--- src/core/gpio_defs.svh ---
// Purpose: Register indices and reset values of the GPIO bank.
// Assumes: Index lists pack one 7-bit index per port, port 1 in the low bits.
// Notes: The byte address of a register is four times its index.
`ifndef GPIO_DEFS_SVH
`define GPIO_DEFS_SVH

`define IDX_IN {7'h39, 7'h38, 7'h34, 7'h30, 7'h1C, 7'h18, 7'h28, 7'h20}
`define IDX_OUT {7'h3B, 7'h3A, 7'h35, 7'h31, 7'h1D, 7'h19, 7'h29, 7'h21}
`define IDX_DIR {7'h3D, 7'h3C, 7'h36, 7'h32, 7'h1E, 7'h1A, 7'h2A, 7'h22}
`define IDX_SEL {7'h3F, 7'h3E, 7'h37, 7'h33, 7'h1F, 7'h1B, 7'h2E, 7'h26}
`define IDX_SEL2 {7'h48, 7'h47, 7'h46, 7'h45, 7'h44, 7'h43, 7'h42, 7'h41}
`define IDX_REN {7'h15, 7'h14, 7'h13, 7'h12, 7'h11, 7'h10, 7'h2F, 7'h27}
`define IDX_FLAG {7'h2B, 7'h23}
`define IDX_IES {7'h2C, 7'h24}
`define IDX_IE {7'h2D, 7'h25}
`define IDX_IRQ_STAT 7'h50
`define IDX_IRQ_MASK 7'h51

`define CFG_RST 8'h00
`define SEL_P2_XTAL_RST 8'hC0

`endif

--- src/core/gpio_pkg.sv ---
// Purpose: Shared types of the GPIO bank.
// Assumes: Eight ports of eight pins.
// Notes: Index lists from gpio_defs.svh are split with the index helper.
package gpio_pkg;
   typedef logic [6:0] idx_t;
   typedef logic [7:0][7:0] port8_t;
   typedef logic [1:0][7:0] port2_t;

   typedef struct packed {
      logic ack;
      logic from_store;
      logic [7:0] rdata;
      port8_t dir;
      port8_t sel;
      port8_t sel2;
      port8_t ren;
      port2_t flag;
      port2_t ie;
      port8_t latch;
      logic [1:0] irq_stat;
      logic [1:0] irq_mask;
   } bank_t;

   typedef struct packed {
      port8_t lvl;
      port2_t ies;
      logic [7:0] rdata;
   } keep_t;

   typedef struct packed {
      port8_t s1;
      port8_t s2;
      port8_t s3;
   } sync_t;

   function automatic idx_t idx_at(input logic [55:0] list, input int p);
      idx_at = list[7 * p +: 7];
   endfunction : idx_at
endpackage : gpio_pkg

--- src/core/gpio_store_if.sv ---
// Purpose: Carries writes and contents between the bank and its unreset store.
// Assumes: One clock.
// Notes: Contents are visible in parallel for the pin logic.
`timescale 1ns/10ps
interface gpio_store_if;
   import gpio_pkg::*;
   logic we;
   idx_t idx;
   logic [7:0] wdata;
   logic [7:0] rdata;
   port8_t lvl;
   port2_t ies;
   modport bank (output we, idx, wdata, input rdata, lvl, ies);
   modport store (input we, idx, wdata, output rdata, lvl, ies);
endinterface : gpio_store_if

--- src/core/gpio_sync.sv ---
// Purpose: Brings the pins into the clock domain and keeps the prior sample.
// Assumes: Pins are asynchronous to REF_CLK.
// Notes: No reset, so the input register keeps its content over a reset.
`timescale 1ns/10ps
module gpio_sync
   import gpio_pkg::*;
(
   input wire logic clk_in, // system clock
   input wire logic [63:0] pin_in, // raw pin levels
   output logic [63:0] pin_out, // synchronised pin levels
   output logic [63:0] prev_out // levels one cycle earlier
);
   sync_t s_q;
   sync_t s_d;

   always_comb
   begin
      s_d = s_q;
      s_d.s1 = pin_in;
      s_d.s2 = s_q.s1;
      s_d.s3 = s_q.s2;
   end

   always_ff @(posedge clk_in)
   begin
      s_q <= s_d;
   end

   assign pin_out = s_q.s2;
   assign prev_out = s_q.s3;
endmodule : gpio_sync

--- src/core/gpio_store.sv ---
// Purpose: Unreset byte store for output levels and edge polarities.
// Assumes: Writes come from the bank, already decoded as accepted.
// Notes: Read data is registered, so it is valid one edge after the index.
`timescale 1ns/10ps
`include "gpio_defs.svh"
module gpio_store
   import gpio_pkg::*;
(
   input wire logic clk_in, // system clock
   gpio_store_if.store sif // bank side
);
   localparam logic [55:0] LIST_OUT = `IDX_OUT;
   localparam logic [13:0] LIST_IES = `IDX_IES;

   keep_t k_q;
   keep_t k_d;

   always_comb
   begin
      k_d = k_q;
      k_d.rdata = 8'h00;
      for (int p = 0; p < 8; p++)
      begin
         if (sif.idx == idx_at({42'h0, LIST_IES}, p) && p < 2)
         begin
            k_d.rdata = k_q.ies[p[0]];
            if (sif.we)
            begin
               k_d.ies[p[0]] = sif.wdata;
            end
         end
         if (sif.idx == idx_at(LIST_OUT, p))
         begin
            k_d.rdata = k_q.lvl[p];
            if (sif.we)
            begin
               k_d.lvl[p] = sif.wdata;
            end
         end
      end
   end

   // Without reset on purpose: these bytes survive a power-up clear.
   always_ff @(posedge clk_in)
   begin
      k_q <= k_d;
   end

   assign sif.rdata = k_q.rdata;
   assign sif.lvl = k_q.lvl;
   assign sif.ies = k_q.ies;
endmodule : gpio_store

--- src/core/gpio_bank.sv ---
// Purpose: Eight-port GPIO bank with Wishbone register access and pin logic.
// Assumes: Classic Wishbone, 32-bit data, registers in the low byte lane.
// Notes: Pins are flattened, port 1 in bits 7:0 up to port 8 in bits 63:56.
`timescale 1ns/10ps
`include "gpio_defs.svh"

// Function
// - Reset clears direction, flag, enable, both selects and pull enables to zero, except the port 2 function select.
// - Reset leaves pin input, output level and edge polarity bytes as they were.
// - Reset sets port 2 function select to C0h when crystal pins are shared, else 00h.
// - The pin input register is read-only and shows 0 for a low pin, 1 for a high.
// - Each output level register is 8-bit read/write with one bit per pin.
// - A pin set as output is driven low for a level bit of 0 and high for 1.
// - An input pin with pull enabled is pulled down for level 0 and up for level 1.
// - Only ports 1 and 2 have flag, edge polarity and enable registers.
// - A direction bit of 0 makes the pin an input and 1 makes it an output.
// - A set pull enable bit turns an input pin's resistor on, a clear one turns it off.
// - Select pair: 00 I/O, first only primary, both secondary, second only reserved.
// - Port 1 and 2 flags set on the rising edge for polarity 0, falling for 1.
module gpio_bank
   import gpio_pkg::*;
#(
   parameter bit XTAL_SHARED = 1'b1
)
(
   input wire logic REF_CLK_IN, // system clock, 100 MHz
   input wire logic RST_IN, // power-up clear, async, active high
   input wire logic WB_CYC_IN, // Wishbone cycle
   input wire logic WB_STB_IN, // Wishbone strobe
   input wire logic WB_WE_IN, // Wishbone write enable
   input wire logic [8:0] WB_ADR_IN, // byte address
   input wire logic [3:0] WB_SEL_IN, // byte lanes
   input wire logic [31:0] WB_DAT_IN, // write data
   output logic [31:0] WB_DAT_OUT, // read data
   output logic WB_ACK_OUT, // Wishbone acknowledge
   input wire logic [63:0] PIN_IN, // pin levels from the pads
   output logic [63:0] PIN_OUT, // pin drive levels
   output logic [63:0] PIN_OE_OUT, // pin output enables
   output logic [63:0] PULL_EN_OUT, // pull resistor enables
   output logic [63:0] PULL_UP_OUT, // pull direction, 1 up
   input wire logic [63:0] PRI_DATA_IN, // primary peripheral drive
   input wire logic [63:0] SEC_DATA_IN, // secondary peripheral drive
   output logic [63:0] PERIPH_IN_OUT, // latched pins to peripherals
   output logic [1:0] PORT_IRQ_OUT, // port 1 and 2 requests
   output logic IRQ_OUT // masked summary interrupt
);
   localparam logic [55:0] LIST_IN = `IDX_IN;
   localparam logic [55:0] LIST_DIR = `IDX_DIR;
   localparam logic [55:0] LIST_SEL = `IDX_SEL;
   localparam logic [55:0] LIST_SEL2 = `IDX_SEL2;
   localparam logic [55:0] LIST_REN = `IDX_REN;
   localparam logic [13:0] LIST_FLAG = `IDX_FLAG;
   localparam logic [13:0] LIST_IE = `IDX_IE;
   localparam logic [7:0] P2_SEL_RST = XTAL_SHARED ? `SEL_P2_XTAL_RST : `CFG_RST;

   bank_t s_q;
   bank_t s_d;

   logic [63:0] pin_q;
   logic [63:0] pin_prev;
   logic [63:0] lvl_v;
   logic [63:0] drv;
   logic [63:0] pri_m;
   logic [63:0] sec_m;
   logic [63:0] sel_any;
   logic req;
   logic wr;
   logic rd_stat;
   logic [7:0] wd;
   idx_t idx;
   port2_t edge_ev;
   logic [1:0] irq_ev;

   gpio_store_if sif ();

   gpio_sync u_sync
   (
      .clk_in(REF_CLK_IN),
      .pin_in(PIN_IN),
      .pin_out(pin_q),
      .prev_out(pin_prev)
   );

   gpio_store u_store
   (
      .clk_in(REF_CLK_IN),
      .sif(sif.store)
   );

   // A request is taken once; ack high blocks a second take of the same cycle.
   assign req = WB_CYC_IN & WB_STB_IN & ~s_q.ack;
   assign wr = req & WB_WE_IN & WB_SEL_IN[0];
   assign idx = WB_ADR_IN[8:2];
   assign wd = WB_DAT_IN[7:0];
   assign rd_stat = req & ~WB_WE_IN & (idx == `IDX_IRQ_STAT);

   assign sif.we = wr;
   assign sif.idx = idx;
   assign sif.wdata = wd;
   assign lvl_v = sif.lvl;

   // Edges of ports 1 and 2; pins handed to a peripheral raise no flag.
   always_comb
   begin
      for (int p = 0; p < 2; p++)
      begin
         for (int b = 0; b < 8; b++)
         begin
            if (s_q.sel[p][b] | s_q.sel2[p][b])
            begin
               edge_ev[p][b] = 1'b0;
            end
            else if (sif.ies[p][b])
            begin
               edge_ev[p][b] = pin_prev[8 * p + b] & ~pin_q[8 * p + b];
            end
            else
            begin
               edge_ev[p][b] = ~pin_prev[8 * p + b] & pin_q[8 * p + b];
            end
         end
         irq_ev[p] = |(edge_ev[p] & s_q.ie[p]);
      end
   end

   always_comb
   begin
      s_d = s_q;
      s_d.ack = req;
      s_d.from_store = 1'b0;
      s_d.rdata = 8'h00;
      if (req)
      begin
         s_d.from_store = 1'b1;
         for (int p = 0; p < 8; p++)
         begin
            if (idx == idx_at(LIST_IN, p))
            begin
               s_d.from_store = 1'b0;
               s_d.rdata = pin_q[8 * p +: 8];
            end
            if (idx == idx_at(LIST_DIR, p))
            begin
               s_d.from_store = 1'b0;
               s_d.rdata = s_q.dir[p];
               if (wr)
               begin
                  s_d.dir[p] = wd;
               end
            end
            if (idx == idx_at(LIST_SEL, p))
            begin
               s_d.from_store = 1'b0;
               s_d.rdata = s_q.sel[p];
               if (wr)
               begin
                  s_d.sel[p] = wd;
               end
            end
            if (idx == idx_at(LIST_SEL2, p))
            begin
               s_d.from_store = 1'b0;
               s_d.rdata = s_q.sel2[p];
               if (wr)
               begin
                  s_d.sel2[p] = wd;
               end
            end
            if (idx == idx_at(LIST_REN, p))
            begin
               s_d.from_store = 1'b0;
               s_d.rdata = s_q.ren[p];
               if (wr)
               begin
                  s_d.ren[p] = wd;
               end
            end
         end
         for (int p = 0; p < 2; p++)
         begin
            if (idx == idx_at({42'h0, LIST_FLAG}, p))
            begin
               s_d.from_store = 1'b0;
               s_d.rdata = s_q.flag[p];
               if (wr)
               begin
                  s_d.flag[p] = wd;
               end
            end
            if (idx == idx_at({42'h0, LIST_IE}, p))
            begin
               s_d.from_store = 1'b0;
               s_d.rdata = s_q.ie[p];
               if (wr)
               begin
                  s_d.ie[p] = wd;
               end
            end
         end
         if (idx == `IDX_IRQ_STAT)
         begin
            s_d.from_store = 1'b0;
            s_d.rdata = {6'h00, s_q.irq_stat};
         end
         if (idx == `IDX_IRQ_MASK)
         begin
            s_d.from_store = 1'b0;
            s_d.rdata = {6'h00, s_q.irq_mask};
            if (wr)
            begin
               s_d.irq_mask = wd[1:0];
            end
         end
      end
      // Reading the status clears it, but an event in that cycle still lands.
      if (rd_stat)
      begin
         s_d.irq_stat = 2'b00;
      end
      s_d.irq_stat = s_d.irq_stat | irq_ev;
      // Hardware sets win over a software write in the same cycle.
      for (int p = 0; p < 2; p++)
      begin
         s_d.flag[p] = s_d.flag[p] | edge_ev[p];
      end
      // Peripheral inputs follow the pin only while a select bit is set.
      for (int b = 0; b < 64; b++)
      begin
         if (sel_any[b])
         begin
            s_d.latch[b / 8][b % 8] = pin_q[b];
         end
      end
   end

   always_ff @(posedge REF_CLK_IN or posedge RST_IN)
   begin
      if (RST_IN)
      begin
         s_q <= '0;
         s_q.sel[1] <= P2_SEL_RST;
      end
      else
      begin
         s_q <= s_d;
      end
   end

   assign sel_any = s_q.sel | s_q.sel2;
   assign pri_m = s_q.sel & ~s_q.sel2;
   assign sec_m = s_q.sel & s_q.sel2;

   // The reserved code falls back to the port function as the safest choice.
   assign drv = (pri_m & PRI_DATA_IN) | (sec_m & SEC_DATA_IN) | (~s_q.sel & lvl_v);

   // Selecting a peripheral does not set direction; software still owns it.
   assign PIN_OE_OUT = s_q.dir;
   // Gated by the enable so an undefined level byte never reaches a pad.
   assign PIN_OUT = drv & s_q.dir;
   assign PULL_EN_OUT = s_q.ren & ~s_q.dir;
   assign PULL_UP_OUT = s_q.ren & ~s_q.dir & lvl_v;

   assign PERIPH_IN_OUT = s_q.latch;
   assign PORT_IRQ_OUT[0] = |(s_q.flag[0] & s_q.ie[0]);
   assign PORT_IRQ_OUT[1] = |(s_q.flag[1] & s_q.ie[1]);
   assign IRQ_OUT = |(s_q.irq_stat & s_q.irq_mask);

   assign WB_ACK_OUT = s_q.ack;
   assign WB_DAT_OUT = {24'h000000, s_q.from_store ? sif.rdata : s_q.rdata};
endmodule : gpio_bank

--- config.mk ---
export PLATFORM = sky130hd
export DESIGN_NAME = gpio_bank
export DESIGN_NICKNAME = d
export VERILOG_FILES = /design/src/core/gpio_pkg.sv /design/src/core/gpio_store_if.sv /design/src/core/gpio_sync.sv /design/src/core/gpio_store.sv /design/src/core/gpio_bank.sv
export VERILOG_INCLUDE_DIRS = /design/src /design/src/core
export SDC_FILE = /design/constraint.sdc
export NUM_CORES = 1
export LEC_CHECK = 0
export ABC_AREA = 0
export BUFFER_PORTS_ARGS = -buffer_cell sky130_fd_sc_hd__buf_2
export CAP_MARGIN = 20
export CORE_MARGIN = 3
export CORE_UTILIZATION = 50
export CTS_CLUSTER_DIAMETER = 50
export DETAILED_ROUTE_END_ITERATION = 8
export PLACE_DENSITY = 0.74
export SYNTH_ARGS = -nofsm -noshare
export SYNTH_HDL_FRONTEND = slang
export SYNTH_SLANG_ARGS = --single-unit
--- constraint.sdc ---
create_clock -name REF_CLK_IN -period 12.35 [get_ports REF_CLK_IN]
set_input_delay 0.6175 -clock REF_CLK_IN [delete_from_list [all_inputs] [get_ports REF_CLK_IN]]
set_output_delay 0.6175 -clock REF_CLK_IN [all_outputs]
set_load 0.01 [all_outputs]
==> impl_results.md <==
* Status: complete, no violations
* Worst-skew pair later-pin latency at 0.62 ns
* Switching share of power at 0.250
* Hold Path Cell Cnt at 1
* Maximum number of pins on one net before global-route repair at 104
* Final clock skew at 0.0251 ns
* Vias per cell at 6.41
* Starting Density at 0.510
* Combinational cell fraction of total power at 0.087
* Kind of end point of the critical path: flop
* Pleak at 16.2 nW
* Highest routing layer actually used: met5
* Number of buffers created by CTS at 69
* Drt wl/cell at 30.4 um
* Mean area per synthesized cell at 11.2 um^2
* Final setup viols at 0
* Cells along the critical path: buf_2 > buf_4 > or4b_1 > nor3_1 > a2111oi_0 > o21ai_0 > o21ai_0 > o31ai_1 > a21oi_1
* Antenna violations before repair at 3
* DR WL met3 at 12.1 mm
* Crit path DAT at 4.56 ns
* Routed Antenna Nets at 0
* Post-layout util at 0.594
* Ports at 598
* Slew @ Worst Pin at 1.20 ns
* Cts hold-fix bufs at 0
* Buffers on Ports at 544
* Die ar. at 0.0596 mm^2
* Min-delay worst type: in2reg
* Post-synth EDFFs at 80
* RSZ-0062 raised after global routing: no
* Postcts setup bufs at 0
* Fmax at 0.243 GHz
* Cells after Synth at 2,529
* Clock-pin slew on the worst setup and hold paths at 0.06 ns
* Layout cells sized above 1 at 0.360
* Reg2Reg Capture Point: s_q[357]
* Max incr delay on CP at 0.84 ns
* Initial DRC count at 2,882
* Most used DFF post-synth: dfrtp_1
* Seq/Total Area, Yosys at 0.515
* H-tree depth at 3
* Area delta synth->final at 16.6%
* Detailed Route WL at 114 mm
* Die H at 244 um
* CP required at 12.80 ns
* Final TNS setup at 0 ns
* DRC at 0
* FFs w/ async S/R, synth at 0.612
* Synthesized flop and latch total at 598
* CP Launch Type: input port
* Worst setup startpoint: WB_ADR_IN[4]
* Reg2Reg Launch Point: PIN_OE_OUT[33]
* R2R cell count at 6
* Cell Area, Synth at 0.0283 mm^2
* CTS tree: yes
* Chip Width at 244 um
* VDD IR max at 0.000109 V
* Tmin final at 4.11 ns
* Clock power share at 0.445
* Crit Path Class: in2reg
* Max-cap violations at 0
* Post-DP HPWL at 83.8 mm
* Power Density at 139 mW/mm^2
* GRT Util Overall at 0.373
* Sequential share of power at 0.468
* Total number of yosys warnings at 0
* Clock tree buffer depth at 3
* CORE AREA at 0.0556 mm^2
* DRT Pass-1 Iters at 6
* Vias in the first global route at 23.7k
* Launch point of the worst hold path: PIN_IN[30]
* CP most frequent cell: o21ai_0
* Met1 wire length at 43.4 mm
* Via count at 24.1k
* CTS Sinks at 598
* Final max-slew violation count at 0
* # rows at 86
* Internal at 3.45 mW
* GP Congestion at 0.981
* Period utilization at 0.333
* Reg-to-reg setup timing slack at 9.38 ns
* Worst Hold End: u_sync.s_d[94]
* Gr ovfl total at 0
* Crit Path Max Fanout at 38
* Psw at 1.15 mW
* Yosys cell types at 93
* Final Hold Viols at 0
* Crit path max-delay cell type: or4b_1
* # nets final at 3,192
* DR WL met2 at 52.7 mm
* First-pass GRT wire length at 164 mm
* Root Driver: clkbuf_16
* Worst slew margin at 0.176
* Cts repair resizes at 0
==> metrics by stage <==
stage / hold slack (ns) / power, mW / cells / instance area (um^2) / worst slack (ns)
global placement: 0.312 / 2.58 / 3620 / 30700 / 7.46
CTS: 0.0793 / 4.62 / 3749 / 33000 / 7.96
floorplan: 0.310 / 2.46 / 2552 / 28400 / 1.58
global route: 0.0774 / 4.73 / 3755 / 33100 / 8.38
detailed placement: 0.312 / 2.59 / 3621 / 30700 / 7.33
finish: 0.100 / 4.60 / 3757 / 33100 / 8.24
==> critical path: cells and delay by family <==
kind,cells,cell delay [ns]
simple gates,2,1.14
buf+inv,2,1.19
compound gates,5,1.57
==> cells in the mapped netlist (20+ instances only) <==
cell | count | area (um^2)
a21oi_1 | 76 | 380
a221oi_1 | 20 | 175
a22oi_1 | 60 | 450
and2_1 | 65 | 407
buf_2 | 34 | 170
buf_4 | 157 | 1180
clkbuf_1 | 52 | 195
dfrtp_1 | 364 | 9110
dfxtp_1 | 152 | 3040
edfxtp_1 | 80 | 2400
mux2_2 | 346 | 3900
mux2i_1 | 67 | 671
nand2_1 | 205 | 769
nand3_1 | 33 | 165
nor2_1 | 226 | 848
nor2b_1 | 71 | 444
nor3_1 | 43 | 215
o211a_1 | 63 | 631
o21ai_0 | 72 | 360
o22ai_1 | 29 | 181
==> layout by cell type (no fill, tap or decap), drive strengths merged, types with 9 or more instances in the layout <==
cell | synthesis | routed
dfrtp | 364 | 364
dfxtp | 152 | 152
mux2 | 346 | 346
o221ai | 15 | 15
o211a | 63 | 63
o21ai | 80 | 80
a221o | 14 | 14
mux2i | 67 | 67
a221oi | 20 | 20
nor4 | 11 | 11
nand3 | 33 | 33
nand3b | 16 | 16
a31oi | 15 | 15
o22ai | 29 | 29
a222oi | 9 | 9
clkbuf | 52 | 101
buf | 205 | 580
nor3 | 46 | 46
and2 | 65 | 65
edfxtp | 80 | 80
a21oi | 76 | 76
nand2 | 209 | 209
nor2b | 71 | 71
nor2 | 236 | 236
a2111oi | 12 | 12
clkinv | 0 | 14
conb | 1 | 24
o211ai | 9 | 9
nand4 | 16 | 16
inv | 6 | 17
a22oi | 60 | 60
==> area by class of cell <==
type / count / area [um^2]
multi-input cells: 1691 / 12200
repair buffers: 584 / 3030
fillers: 4775 / 22600
clock inverters: 31 / 314
flip-flops and latches: 598 / 14600
diodes: 2 / 5.00
well taps: 748 / 936
inverters: 6 / 30.0
clock buffers: 97 / 1970
==> flip-flops by register name, summed over array words and instances (netlist names) <==
signal / cells
u_sync.pin_out: 64
u_store.sif.ies: 16
u_store.sif.lvl: 64
PIN_OE_OUT: 64
u_sync.s_d: 64
s_q: 237
PERIPH_IN_OUT: 64
u_sync.prev_out: 16
u_store.sif.rdata: 8
WB_ACK_OUT: 1
==> cell families (layout without fill, tap and decap cells) <==
family	Yosys count	after routing	share of synthesized area
flops	598	598	0.515
simple gates	766	766	0.137
compound gates	487	487	0.126
mux	413	413	0.161
other cells	1	26	0.000132
buf+inv	263	718	0.0592
xor+xnor	1	1	0.000309
==> how the worst max path moves through the flow <==
stage / endpoint / slack, ns / cells after the start
3_5_place_dp: s_q[359] / 7.33 / 9
6_report: s_q[361] / 8.24 / 9
5_1_grt: s_q[361] / 8.38 / 9
2_1_floorplan: PERIPH_IN_OUT[0] / 1.58 / 1
3_3_place_gp: s_q[359] / 7.46 / 9
4_1_cts: s_q[359] / 7.96 / 9
==> per-layer routing <==
layer	track usage	up-vias
li1	-	9995
met1	0.482	12000
met2	0.595	1717
met3	0.0893	348
met4	0.172	2
met5	0	-
==> power by group through the flow <==
stage | combinational [mW] | sequential [mW] | clock [mW]
2_1_floorplan | 0.301 | 2.16 | 0
3_3_place_gp | 0.389 | 2.19 | 0
3_5_place_dp | 0.397 | 2.19 | 0
4_1_cts | 0.398 | 2.15 | 2.07
5_1_grt | 0.425 | 2.16 | 2.14
6_report | 0.401 | 2.16 | 2.05
No activity file was read; power rests on OpenSTA's default activity.
